[src/apes_pkg.sv]
// Purpose: Constants and carrier types for the flash program/erase host controller.
// Assumes: 100 MHz clk_sys; device is a byte-wide parallel flash with auto program/erase.
// Notes on behaviour
// - Host detects completion by reading poll and toggle bits, never by verify cycles.
// - Host spaces successive block address loads 0.3 to 30.02 microseconds apart.
// - After the last block load the host waits at least 100 microseconds.
// - Chip select and output enable stay high while the supply switches levels.
// - Host never switches the programming supply while chip select is low.
// - Host holds chip select at least 6 microseconds before a status read.
// - Block erase is set-up code 20H then confirm D0H with a block address.
// - Two writes of FFH abort a set-up or failed operation without changing memory.
package apes_pkg;

	localparam int ADDR_W = 18;
	localparam int CLK_MHZ = 100;

	// Command codes
	localparam logic [7:0] CMD_PROG = 8'h40;
	localparam logic [7:0] CMD_CHIP_SETUP = 8'h30;
	localparam logic [7:0] CMD_BLK_SETUP = 8'h20;
	localparam logic [7:0] CMD_BLK_CONF = 8'hD0;
	localparam logic [7:0] CMD_RESET = 8'hFF;

	// Times in their own units
	localparam int PROG_MAX_US = 300;
	localparam int ERASE_TYP_S = 5;
	localparam int LOAD_SPACE_MIN_NS = 300;
	localparam int LOAD_SPACE_MAX_US = 30;
	localparam int LOAD_SETTLE_US = 100;
	localparam int SEL_SETUP_US = 6;
	localparam int VPP_SETUP_NS = 100;
	localparam int STROBE_NS = 50;

	// Cycle counts: least times round up, longest round down
	localparam int LOAD_SPACE_MIN_CYC = (LOAD_SPACE_MIN_NS * CLK_MHZ + 999) / 1000;
	localparam int LOAD_SPACE_MAX_CYC = LOAD_SPACE_MAX_US * CLK_MHZ;
	localparam int LOAD_SETTLE_CYC = LOAD_SETTLE_US * CLK_MHZ;
	localparam int SEL_SETUP_CYC = SEL_SETUP_US * CLK_MHZ;
	localparam int VPP_SETUP_CYC = (VPP_SETUP_NS * CLK_MHZ + 999) / 1000;
	localparam int STROBE_CYC = (STROBE_NS * CLK_MHZ + 999) / 1000;
	localparam int PROG_MAX_CYC = PROG_MAX_US * CLK_MHZ;
	localparam longint ERASE_TYP_CYC = 64'(ERASE_TYP_S) * 64'd1000000 * 64'(CLK_MHZ);
	// Give up after four typical erase times
	localparam longint ERASE_LIMIT_CYC = ERASE_TYP_CYC * 4;

	typedef enum logic [1:0] {
		APES_OP_PROG,
		APES_OP_CHIP,
		APES_OP_BLOCK,
		APES_OP_ABORT
	} apes_op_t;

	typedef struct packed {
		logic valid;
		apes_op_t op;
		logic [ADDR_W-1:0] addr;
		logic [7:0] data;
		logic last;
	} apes_req_t;

	typedef struct packed {
		logic done;
		logic fail;
		logic timeout;
	} apes_rsp_t;

	typedef struct packed {
		logic ce_n;
		logic oe_n;
		logic we_n;
		logic vpp_hi;
		logic [ADDR_W-1:0] addr;
		logic [7:0] dq_o;
		logic dq_oe;
	} apes_pins_t;

endpackage

[src/apes_host.sv]
// Purpose: Host controller driving auto program, chip erase and block erase on a parallel flash.
// Assumes: Pin inputs synchronous to clk_sys; device status read via poll and toggle bits.
// Notes: One operation at a time; req is taken only while req_ready is high.
`timescale 1ns/100ps
module apes_host
	import apes_pkg::*;
#(
	parameter longint ERASE_LIMIT = apes_pkg::ERASE_LIMIT_CYC,
	parameter int PROG_LIMIT = apes_pkg::PROG_MAX_CYC,
	parameter int SETTLE = apes_pkg::LOAD_SETTLE_CYC,
	parameter int SEL_SETUP = apes_pkg::SEL_SETUP_CYC
) (
	input wire logic clk_sys, // System clock 100 MHz
	input wire logic nrst, // Async reset, active low
	input wire apes_pkg::apes_req_t req, // Operation request
	output logic req_ready, // Ready to take a request
	output apes_pkg::apes_rsp_t rsp, // Completion result, one-cycle done
	output apes_pkg::apes_pins_t pins, // Flash pin drive
	input wire logic [7:0] dq_i // Flash data bus in
);
	import apes_pkg::*;

	typedef enum logic [3:0] {
		ST_IDLE, ST_VPP_UP, ST_WR_LO, ST_WR_HI, ST_NEXT, ST_LOAD_WAIT,
		ST_SETTLE, ST_SEL, ST_RD, ST_CHECK, ST_VPP_DN, ST_RESP
	} apes_st_t;

	typedef struct packed {
		apes_st_t st;
		apes_op_t op;
		logic [1:0] wr_idx;
		logic [ADDR_W-1:0] addr;
		logic [7:0] data;
		logic last;
		logic [15:0] gap;
		logic have_prev;
		logic [7:0] prev;
		logic fail;
		logic timeout;
		logic done;
		apes_pins_t pins;
	} apes_state_t;

	localparam int TW = 40;
	// Last wait cycle that still takes a next load; its strobe then falls 2 cycles past the load window
	localparam int GAP_LAST = LOAD_SPACE_MAX_CYC - 2 * STROBE_CYC - 2;

	apes_state_t s_q, s_d;
	logic t_load, t_zero, w_load, w_zero, busy_tmo;
	logic [TW-1:0] t_val, w_val;

	// Short waits: strobes, spacing, settle, select setup
	apes_timer #(.W(TW)) u_wait (
		.clk_sys(clk_sys),
		.nrst(nrst),
		.load(t_load),
		.value(t_val),
		.zero(t_zero)
	);
	// Busy watchdog for the whole auto operation
	apes_timer #(.W(TW)) u_watch (
		.clk_sys(clk_sys),
		.nrst(nrst),
		.load(w_load),
		.value(w_val),
		.zero(w_zero)
	);

	assign busy_tmo = w_zero;

	// Command byte for each write of the sequence
	function automatic logic [7:0] cmd_byte(apes_op_t op, logic [1:0] idx, logic [7:0] data);
		logic [7:0] b;
		b = CMD_RESET;
		case (op)
			APES_OP_PROG: b = (idx == 2'd0) ? CMD_PROG : data;
			APES_OP_CHIP: b = CMD_CHIP_SETUP;
			APES_OP_BLOCK: b = (idx == 2'd0) ? CMD_BLK_SETUP : CMD_BLK_CONF;
			APES_OP_ABORT: b = CMD_RESET;
			default: b = CMD_RESET;
		endcase
		return b;
	endfunction

	always_comb begin
		s_d = s_q;
		s_d.done = 1'b0;
		t_load = 1'b0;
		t_val = '0;
		w_load = 1'b0;
		w_val = '0;
		case (s_q.st)
			ST_IDLE: begin
				s_d.pins.ce_n = 1'b1;
				s_d.pins.oe_n = 1'b1;
				s_d.pins.we_n = 1'b1;
				s_d.pins.dq_oe = 1'b0;
				if (req.valid) begin
					s_d.op = req.op;
					s_d.addr = req.addr;
					s_d.data = req.data;
					s_d.last = req.last;
					s_d.wr_idx = 2'd0;
					s_d.fail = 1'b0;
					s_d.timeout = 1'b0;
					s_d.have_prev = 1'b0;
					// Supply switches only with both selects high
					s_d.pins.vpp_hi = 1'b1;
					t_load = 1'b1;
					t_val = TW'(VPP_SETUP_CYC);
					s_d.st = ST_VPP_UP;
				end
			end
			ST_VPP_UP: begin
				if (t_zero) begin
					s_d.pins.ce_n = 1'b0;
					s_d.pins.we_n = 1'b0;
					s_d.pins.addr = s_q.addr;
					s_d.pins.dq_o = cmd_byte(s_q.op, s_q.wr_idx, s_q.data);
					s_d.pins.dq_oe = 1'b1;
					t_load = 1'b1;
					t_val = TW'(STROBE_CYC);
					s_d.st = ST_WR_LO;
				end
			end
			ST_WR_LO: begin
				if (t_zero) begin
					s_d.pins.we_n = 1'b1;
					t_load = 1'b1;
					t_val = TW'(STROBE_CYC);
					s_d.st = ST_WR_HI;
				end
			end
			ST_WR_HI: begin
				if (t_zero) begin
					s_d.pins.dq_oe = 1'b0;
					s_d.wr_idx = s_q.wr_idx + 2'd1;
					s_d.st = ST_NEXT;
				end
			end
			ST_NEXT: begin
				if (s_q.wr_idx == 2'd1) begin
					// Second write of every sequence
					s_d.pins.ce_n = 1'b0;
					s_d.pins.we_n = 1'b0;
					s_d.pins.dq_o = cmd_byte(s_q.op, s_q.wr_idx, s_q.data);
					s_d.pins.dq_oe = 1'b1;
					t_load = 1'b1;
					t_val = TW'(STROBE_CYC);
					s_d.st = ST_WR_LO;
				end else if (s_q.op == APES_OP_ABORT) begin
					s_d.pins.ce_n = 1'b1;
					s_d.st = ST_VPP_DN;
				end else begin
					// Status is only meaningful after the second strobe rises
					w_load = 1'b1;
					w_val = (s_q.op == APES_OP_PROG) ? TW'(PROG_LIMIT) : TW'(ERASE_LIMIT);
					t_load = 1'b1;
					t_val = (s_q.op == APES_OP_BLOCK) ? TW'(LOAD_SPACE_MIN_CYC) : TW'(SEL_SETUP);
					s_d.gap = '0;
					s_d.st = (s_q.op == APES_OP_BLOCK) ? ST_LOAD_WAIT : ST_SEL;
				end
			end
			ST_LOAD_WAIT: begin
				s_d.gap = s_q.gap + 16'd1;
				// Further block addresses must arrive within the load window
				if (!s_q.last && req.valid && t_zero && 32'(s_q.gap) <= GAP_LAST) begin
					s_d.addr = req.addr;
					s_d.last = req.last;
					s_d.pins.addr = req.addr;
					s_d.pins.dq_o = CMD_BLK_CONF;
					s_d.pins.dq_oe = 1'b1;
					s_d.pins.we_n = 1'b0;
					s_d.wr_idx = 2'd1;
					t_load = 1'b1;
					t_val = TW'(STROBE_CYC);
					s_d.st = ST_WR_LO;
				end else if (s_q.last || 32'(s_q.gap) > GAP_LAST) begin
					// A late requester closes the list; the busy watch restarts with the erase
					w_load = 1'b1;
					w_val = TW'(ERASE_LIMIT);
					t_load = 1'b1;
					t_val = TW'(SETTLE);
					s_d.st = ST_SETTLE;
				end
			end
			ST_SETTLE: begin
				if (t_zero) begin
					t_load = 1'b1;
					t_val = TW'(SEL_SETUP);
					s_d.st = ST_SEL;
				end
			end
			ST_SEL: begin
				s_d.pins.ce_n = 1'b0;
				if (t_zero) begin
					s_d.pins.oe_n = 1'b0;
					t_load = 1'b1;
					t_val = TW'(STROBE_CYC);
					s_d.st = ST_RD;
				end
			end
			ST_RD: begin
				if (t_zero) begin
					// Only bits 7 and 6 are meaningful; the rest float
					s_d.prev = dq_i;
					s_d.have_prev = 1'b1;
					s_d.pins.oe_n = 1'b1;
					s_d.st = ST_CHECK;
				end
			end
			ST_CHECK: begin
				// Completion decided from status bits, never a verify read
				if (s_q.have_prev && busy_tmo) begin
					s_d.timeout = 1'b1;
					s_d.fail = 1'b1;
					s_d.pins.ce_n = 1'b1;
					s_d.st = ST_VPP_DN;
				end else begin
					t_load = 1'b1;
					t_val = TW'(STROBE_CYC);
					s_d.st = ST_SEL;
				end
			end
			ST_VPP_DN: begin
				s_d.pins.ce_n = 1'b1;
				s_d.pins.oe_n = 1'b1;
				s_d.pins.vpp_hi = 1'b0;
				s_d.st = ST_RESP;
			end
			ST_RESP: begin
				s_d.done = 1'b1;
				s_d.st = ST_IDLE;
			end
			default: begin
				s_d.st = ST_IDLE;
			end
		endcase
		// Two reads agree on bit 6: toggling stopped, judge the poll bit
		if (s_q.st == ST_RD && t_zero && s_q.have_prev && (dq_i[6] == s_q.prev[6])) begin
			if (s_q.op == APES_OP_PROG) begin
				s_d.fail = (dq_i[7] != s_q.data[7]);
			end else begin
				s_d.fail = (dq_i[7] != 1'b1);
			end
			s_d.pins.oe_n = 1'b1;
			s_d.pins.ce_n = 1'b1;
			s_d.st = ST_VPP_DN;
		end
	end

	always_ff @(posedge clk_sys or negedge nrst) begin
		if (!nrst) begin
			s_q <= '{st: ST_IDLE, op: APES_OP_PROG, wr_idx: 2'd0, addr: '0, data: 8'h00, last: 1'b0,
				have_prev: 1'b0, prev: 8'h00, fail: 1'b0, timeout: 1'b0, done: 1'b0, gap: 16'h0000,
				pins: '{ce_n: 1'b1, oe_n: 1'b1, we_n: 1'b1, vpp_hi: 1'b0, addr: '0, dq_o: 8'h00, dq_oe: 1'b0}};
		end else begin
			s_q <= s_d;
		end
	end

	assign req_ready = (s_q.st == ST_IDLE) ||
		(s_q.st == ST_LOAD_WAIT && !s_q.last && t_zero && 32'(s_q.gap) <= GAP_LAST);
	assign rsp = '{done: s_q.done, fail: s_q.fail, timeout: s_q.timeout};
	assign pins = s_q.pins;
endmodule

[src/apes_timer.sv]
// Purpose: Loadable down-counter flagging expiry of a wait.
// Assumes: Load may come while counting; load then takes priority over count.
// Notes: Width is a parameter so erase limits fit.
`timescale 1ns/100ps
module apes_timer #(
	parameter int W = 32
) (
	input wire logic clk_sys, // System clock
	input wire logic nrst, // Async reset, active low
	input wire logic load, // Load new count
	input wire logic [W-1:0] value, // Count to load
	output logic zero // Count has reached zero
);
	logic [W-1:0] cnt_q;

	always_ff @(posedge clk_sys or negedge nrst) begin
		if (!nrst) begin
			cnt_q <= '0;
		end else if (load) begin
			cnt_q <= value;
		end else if (cnt_q != '0) begin
			cnt_q <= cnt_q - W'(1);
		end
	end

	assign zero = (cnt_q == '0);
endmodule

[config.mk]
export PLATFORM = sky130hd
export DESIGN_NAME = apes_host
export DESIGN_NICKNAME = d
export VERILOG_FILES = /design/src/apes_pkg.sv /design/src/apes_host.sv /design/src/apes_timer.sv
export SDC_FILE = /design/constraint.sdc
export NUM_CORES = 1
export LEC_CHECK = 0
export BUFFER_PORTS_ARGS = -buffer_cell sky130_fd_sc_hd__clkbuf_2
export CAP_MARGIN = 5
export CORE_ASPECT_RATIO = 0.8
export CORE_MARGIN = 2
export CORE_UTILIZATION = 30
export CTS_CLUSTER_DIAMETER = 120
export DETAILED_ROUTE_END_ITERATION = 16
export PLACE_DENSITY = 0.45
export SLEW_MARGIN = 20
export SYNTH_ARGS = -nofsm -noshare
export SYNTH_HDL_FRONTEND = slang
export SYNTH_HIERARCHICAL = 1
export SYNTH_SLANG_ARGS = --single-unit
[constraint.sdc]
create_clock -name clk_sys -period 7 [get_ports clk_sys]
set_input_delay 1.4 -clock clk_sys [delete_from_list [all_inputs] [get_ports clk_sys]]
set_output_delay 1.4 -clock clk_sys [all_outputs]
set_load 0.01 [all_outputs]
==> results.yml, run 1 <==
timing:
  setup_tns_ps: 0
  final-hold-violation-count: 0
  rsz0062_at_grt: "no"
  skew_ps: 18.4
  fmax_mhz: 209
  setup_ws_ps: 2220
  report.final.slew_viol_count: 0
  setup_violations: 0
  slew_headroom: 0.282
  period_needed_ps: 4780
  period_share: 0.683
  worst_pin_slew_ps: 1080
critical_path:
  startpoint: "u_wait/cnt_q[30]"
  arrival_ps: 3380
  r2r_slack_ps: 2650
  crit_fanout: 19
  cp.required_ps: 5600
  critical_path_class: "reg -> out"
  worstSetupStartpointType: "flop"
  end_kind: "output port"
  r2r_start: "u_wait/cnt_q[30]"
clock_tree:
  htree_levels: 4
  post_cts_buffers: 0
  clk_pin_slew_ps: 80
  cts_sinks: 167
  hold_buffers: 0
  cts_resized: 0
  cts_tree: "built"
  cts_made_buffers: 17
  clockBufferDepth: 2
  cts-root-buf: "clkbuf_16"
  clock_latency_ps: 450
placed_design:
  dp_slack_ps: 2660
  port_buffers: 68
  place_congestion: 0.780
  dp_hpwl_um: 16200
  post_dp_cell_area_mm2: 0.0104
power:
  p_seq_frac: 0.480
  comb_power_share: 0.057
  clockPowerShare: 0.463
  total_power_w: 0.00216
  switchingPower_w: 0.000589
  sw_frac_of_total: 0.272
  p_int_w: 0.00157
  leakage_nw: 4.74
  ir_worst_vdd_mv: 0.149
  power.density_mw_per_mm2: 196
min_path:
  min_path_type: "reg -> reg"
  min-delay-start: "pins[6]"
yosys:
  synthFlopType: "dfrtp_1"
  synth_top_family_by_area: "simple AND/OR/NAND/NOR gates"
  synthAdderAreaFrac: 0.0167
  netlist_instances: 1028
  avgSynthCellArea_um2: 9.49
  synth_mux_area_frac: 0.0726
  synth_compound_area_frac: 0.130
  synth.area.top_cells: "dfrtp_1 (42%), nand2_1 (5.9%), xnor2_1 (5.6%)"
  syn_area_mm2: 0.00976
  synthDominantCellAreaShare: 0.421
  synth-edff-count: 0
  async_flop_share: 1.00
  ys_ff_latch: 167
  yosysTopAreaCell: "dfrtp_1"
  ys_warn_count: 6
  synth_seq_area_share: 0.429
  synthSimpleGateAreaFrac: 0.217
  synth_xor_area_frac: 0.0727
  yosysUniqueCellTypes: 75
floorplan:
  pin_count: 75
  die_x_um: 206
  initial_core_util: 0.302
  dieArea_mm2: 0.0340
  core_mm2: 0.0323
  fp-row-count: 59
  dieHeight_um: 165
route:
  drc: 0
  drt_iter0_markers: 353
  post_drt_via_cell_ratio: 4.84
  wire_per_inst_um: 15.8
  routed_wl_um: 24300
  drtAntennaViolNets: 0
  num_vias: 7419
  first_pass_iters: 5
status:
  status: "finished clean"
finish:
  layout_common_cells: "dfrtp_1 (164), nand2_1 (153), clkbuf_2 (67)"
  final_area_mm2: 0.0110
  final_common_cell: "dfrtp_1"
  area_growth_pct: 13.2
  fin_nets: 1145
  layout-drive-gt1-share: 0.167
global_routing:
  grt_usage: 0.150
  grt_util_met2: 0.220
  grt_max_degree: 71
  use_met3: 0.0457
  grt_pass1_wl_um: 40000
  gr-total-overflow: 0
  grt_pass1_vias: 7324
  antenna_found_initial: 2
  busiest_layer: "met2"
  met1_usage: 0.215
flow_run:
  drv_cap: 0
flip-flops by register name (all words and copies together), names as in the netlist:
signal,cells
s_q,53
pins,31
u_watch/cnt_q,40
u_wait/cnt_q,40
rsp,3
synth_stat cells, types with 4 or more instances:
| cell | number |
|---|---|
| o22ai_1 | 4 |
| and3_1 | 5 |
| o31ai_1 | 45 |
| nor3_1 | 37 |
| buf_6 | 6 |
| nor2_1 | 62 |
| buf_4 | 36 |
| buf_1 | 4 |
| nand3_1 | 10 |
| nor2b_1 | 5 |
| o21ai_0 | 40 |
| a21oi_1 | 26 |
| mux2_1 | 28 |
| mux2_2 | 18 |
| nand4_1 | 8 |
| dfrtp_1 | 164 |
| nand2_1 | 154 |
| nand2b_1 | 18 |
| xnor2_1 | 62 |
| nor4_1 | 35 |
| mux2i_1 | 4 |
| nor3b_1 | 8 |
| or3_1 | 15 |
| mux2_4 | 10 |
| ha_1 | 13 |
| and2_1 | 4 |
| or4_4 | 7 |
| or2_2 | 7 |
| xor2_1 | 19 |
| or4_1 | 11 |
| a21o_1 | 8 |
| o21ai_2 | 11 |
| o41ai_1 | 7 |
| clkbuf_1 | 37 |
| inv_1 | 23 |
| a211oi_1 | 4 |
| a31oi_1 | 8 |
kinds of logic (layout without fill, tap and decap cells):
group / after synthesis / count (layout)
other: 1 / 54
adders and majority gates: 13 / 13
muxes: 60 / 60
buffers and inverters: 110 / 136
xor gates and xnor gates: 81 / 81
AOI/OAI and AO/OA: 185 / 185
and+or+nand+nor: 411 / 411
DFF: 167 / 167
per-stage QoR:
stage	utilization	hold slack, ps	std cells
after floorplan	-	451	1079
final	0.343	495	1534
after CTS	0.342	500	1532
after detailed placement	0.323	481	1500
after global routing	0.342	512	1532
after global placement	0.323	473	1500
worst max-delay path, stage by stage (launching register included):
cell	delay [ps]
dfrtp_1	410
or4_4	540
or4_4	590
nor4_4	340
buf_4	330
nand3_1	130
nor4_2	270
o21a_1	180
clkbuf_2	140
power by group through the flow:
stage | Sequential, W | Clock [W] | Combinational, W
2_1_floorplan | 0.00105 | 0 | 0.0000813
3_3_place_gp | 0.00105 | 0 | 0.000124
3_5_place_dp | 0.00105 | 0 | 0.000127
4_1_cts | 0.00104 | 0.00103 | 0.000127
5_1_grt | 0.00104 | 0.00108 | 0.000143
6_report | 0.00104 | 0.00100 | 0.000123
worst paths after layout:
check,endpoint,depth (start not counted)
max in group asynchronous,s_q[87],2
setup reg to reg,u_wait/cnt_q[4],12
hold reg to reg,pins[6],1
setup / recovery,req_ready,8
hold / removal,pins[6],1
min in group asynchronous,u_wait/cnt_q[28],1
cell type report:
type	instances	area (um2)
flip-flops and latches	167	4180
multi-input cells	802	5160
well taps	427	534
clock inverters	15	206
inverters	23	86.3
diodes	2	5.00
fillers	3293	21200
clock buffers	17	425
repair buffers	81	444
layer usage:
| layer | wire, um | vias up | part of all wire |
|---|---|---|---|
| met2 | 10600 | 107 | 0.44 |
| met4 | 184 | 0 | 0.0076 |
| li1 | - | 3722 | - |
| met3 | 1180 | 17 | 0.049 |
| met1 | 12300 | 3573 | 0.51 |
| met5 | 0 | - | 0 |
Power figures use the tool's default switching activity.
==> run 2, diff against run 1 <==
PLACE_DENSITY = 0.46   (was 0.45)
clock period = 3.85 ns   (was 7 ns; I/O delays follow)
==> results.yml, run 2 (synthesis gave the netlist of run 1 again) <==
status:
  status: "finished clean"
global_routing:
  gr-total-overflow: 0
  antenna_found_initial: 1
  grt_max_degree: 61
  grt_pass1_wl_um: 40800
  grt_usage: 0.153
  grt_pass1_vias: 7287
route:
  drtAntennaViolNets: 0
  wire_per_inst_um: 15.9
  first_pass_iters: 5
  num_vias: 7522
  routed_wl_um: 24800
  drc: 0
  drt_iter0_markers: 405
  post_drt_via_cell_ratio: 4.83
timing:
  final-hold-violation-count: 0
  report.final.slew_viol_count: 0
  slew_headroom: 0.443
  period_share: 0.966
  worst_pin_slew_ps: 836
  fmax_mhz: 269
  setup_violations: 0
  setup_tns_ps: 0
  rsz0062_at_grt: "no"
  period_needed_ps: 3720
  skew_ps: 13.6
critical_path:
  crit_family: "simple AND/OR/NAND/NOR gates"
  worstSetupStartpointType: "flop"
  critical_path_class: "reg -> out"
  timing.rr.end: "u_wait/cnt_q[4]"
  path_buf_inv: 2
  r2r_slack_ps: 270
  cp_slowest_cell: "or4_4"
  cpPeakStageDelay_ps: 520
  cp.required_ps: 3080
  crit_fanout: 10
  r2r.worst_path.cells: 10
  path_cells: "or4_4, or4_4, nor4_4, buf_12, nand3_2, nor4_4, o21a_1, buf_2"
  end_kind: "output port"
  arrival_ps: 2950
  r2r_start: "u_watch/cnt_q[16]"
flow_run:
  drv_cap: 0
finish:
  multi_input_area_mm2: 0.00519
  insertedDiodeCount: 0
  layout-drive-gt1-share: 0.187
  area_growth_pct: 16.3
  fin_nets: 1171
  n_fill_cell: 3316
  layout_common_cells: "dfrtp_1 (164), nand2_1 (153), clkbuf_2 (66)"
  top_register: "s_q"
  largest_reg_flops: 53
  final_common_cell: "dfrtp_1"
  area.sequential_mm2: 0.00418
  top_regs: "s_q (53), u_wait/cnt_q (40), u_watch/cnt_q (40)"
floorplan:
  core_mm2: 0.0323
  die_x_um: 206
  pin_count: 75
  dieHeight_um: 165
  initial_core_util: 0.302
  dieArea_mm2: 0.0340
  fp-row-count: 59
clock_tree:
  cts_sinks: 167
  clk_pin_slew_ps: 70
  hold_buffers: 0
  clock_latency_ps: 450
  clockBufferDepth: 2
  cts-root-buf: "clkbuf_16"
  cts_made_buffers: 17
  htree_levels: 4
  cts_tree: "built"
placed_design:
  dp_hpwl_um: 16700
  place_congestion: 0.825
  port_buffers: 68
power:
  p_seq_frac: 0.475
  p_int_w: 0.00292
  switchingPower_w: 0.00104
  leakage_nw: 4.90
  comb_power_share: 0.058
  sw_frac_of_total: 0.263
  clockPowerShare: 0.467
  total_power_w: 0.00396
  ir_worst_vdd_mv: 0.253
  power.density_mw_per_mm2: 349
min_path:
  min_path_type: "in -> async"
run 2: cell types whose count changed in the layout (fill, tap and decap cells not counted), sizes merged:
cell	previous run	this run
buf	14	40
bufbuf	0	1
bufinv	1	2
clkbuf	84	83
clkinv	8	3
diode	2	0
inv	28	32
run 2: per-stage QoR:
stage,utilization,cell area (um2),worst slack [ps],instances,hold slack (ps)
2_1_floorplan,-,9950,210,1079,451
3_3_place_gp,0.330,10600,324,1524,473
3_5_place_dp,0.330,10600,252,1524,480
4_1_cts,0.351,11300,69.7,1558,284
5_1_grt,0.352,11300,26.1,1558,293
6_report,0.352,11300,131,1558,269
run 2: cell type report:
cell class              instances  area share
inverters                      23     0.00761
well taps                     427      0.0471
multi-input cells             802       0.458
clock inverters                15      0.0176
flip-flops and latches        167       0.369
repair buffers                107      0.0641
clock buffers                  17      0.0375
run 2: repair_timing:
item / 4_1_cts / 5_1_grt
pin swaps: 1 / 1
setup endpoints to repair: 1 / 1
cloned: 1 / 0
buffers inserted: 1 / 0
gates resized for setup: 1 / 5
run 2: worst reg2reg max path, cell delays in order (launching register included):
cell and delay [ps]:
dfrtp_1 400, or4_1 570, nand2b_1 210, or4_1 570
nor2_1 270, nand2_1 150, a221o_1 330, a211o_2 310
buf_12 170, buf_12 170, o41ai_1 320
run 2: worst max path at each step:
stage | startpoint | end | slack (ps) | cells past startpoint
6_report | u_wait/cnt_q[30] | req_ready | 130 | 8
3_3_place_gp | u_wait/cnt_q[30] | u_wait/cnt_q[37] | 320 | 12
5_1_grt | u_wait/cnt_q[16] | req_ready | 30 | 8
4_1_cts | u_wait/cnt_q[18] | req_ready | 70 | 8
2_1_floorplan | u_wait/cnt_q[30] | u_wait/cnt_q[32] | 210 | 12
3_5_place_dp | u_watch/cnt_q[17] | u_wait/cnt_q[4] | 250 | 10
run 2: routing by layer:
| metal | track usage | up-vias | part of all wire |
|---|---|---|---|
| met5 | 0 | - | 0.00044 |
| li1 | - | 3757 | - |
| met4 | 0.0350 | 2 | 0.0085 |
| met2 | 0.230 | 92 | 0.45 |
| met1 | 0.221 | 3659 | 0.51 |
| met3 | 0.0383 | 12 | 0.040 |
run 2: power by group through the flow:
stage	logic [W]	registers (W)	clock network (W)
after CTS	0.000237	0.00188	0.00191
after detailed placement	0.000235	0.00191	0
after global placement	0.000232	0.00192	0
after global routing	0.000269	0.00189	0.00199
final	0.000232	0.00188	0.00185
after floorplan	0.000148	0.00190	0
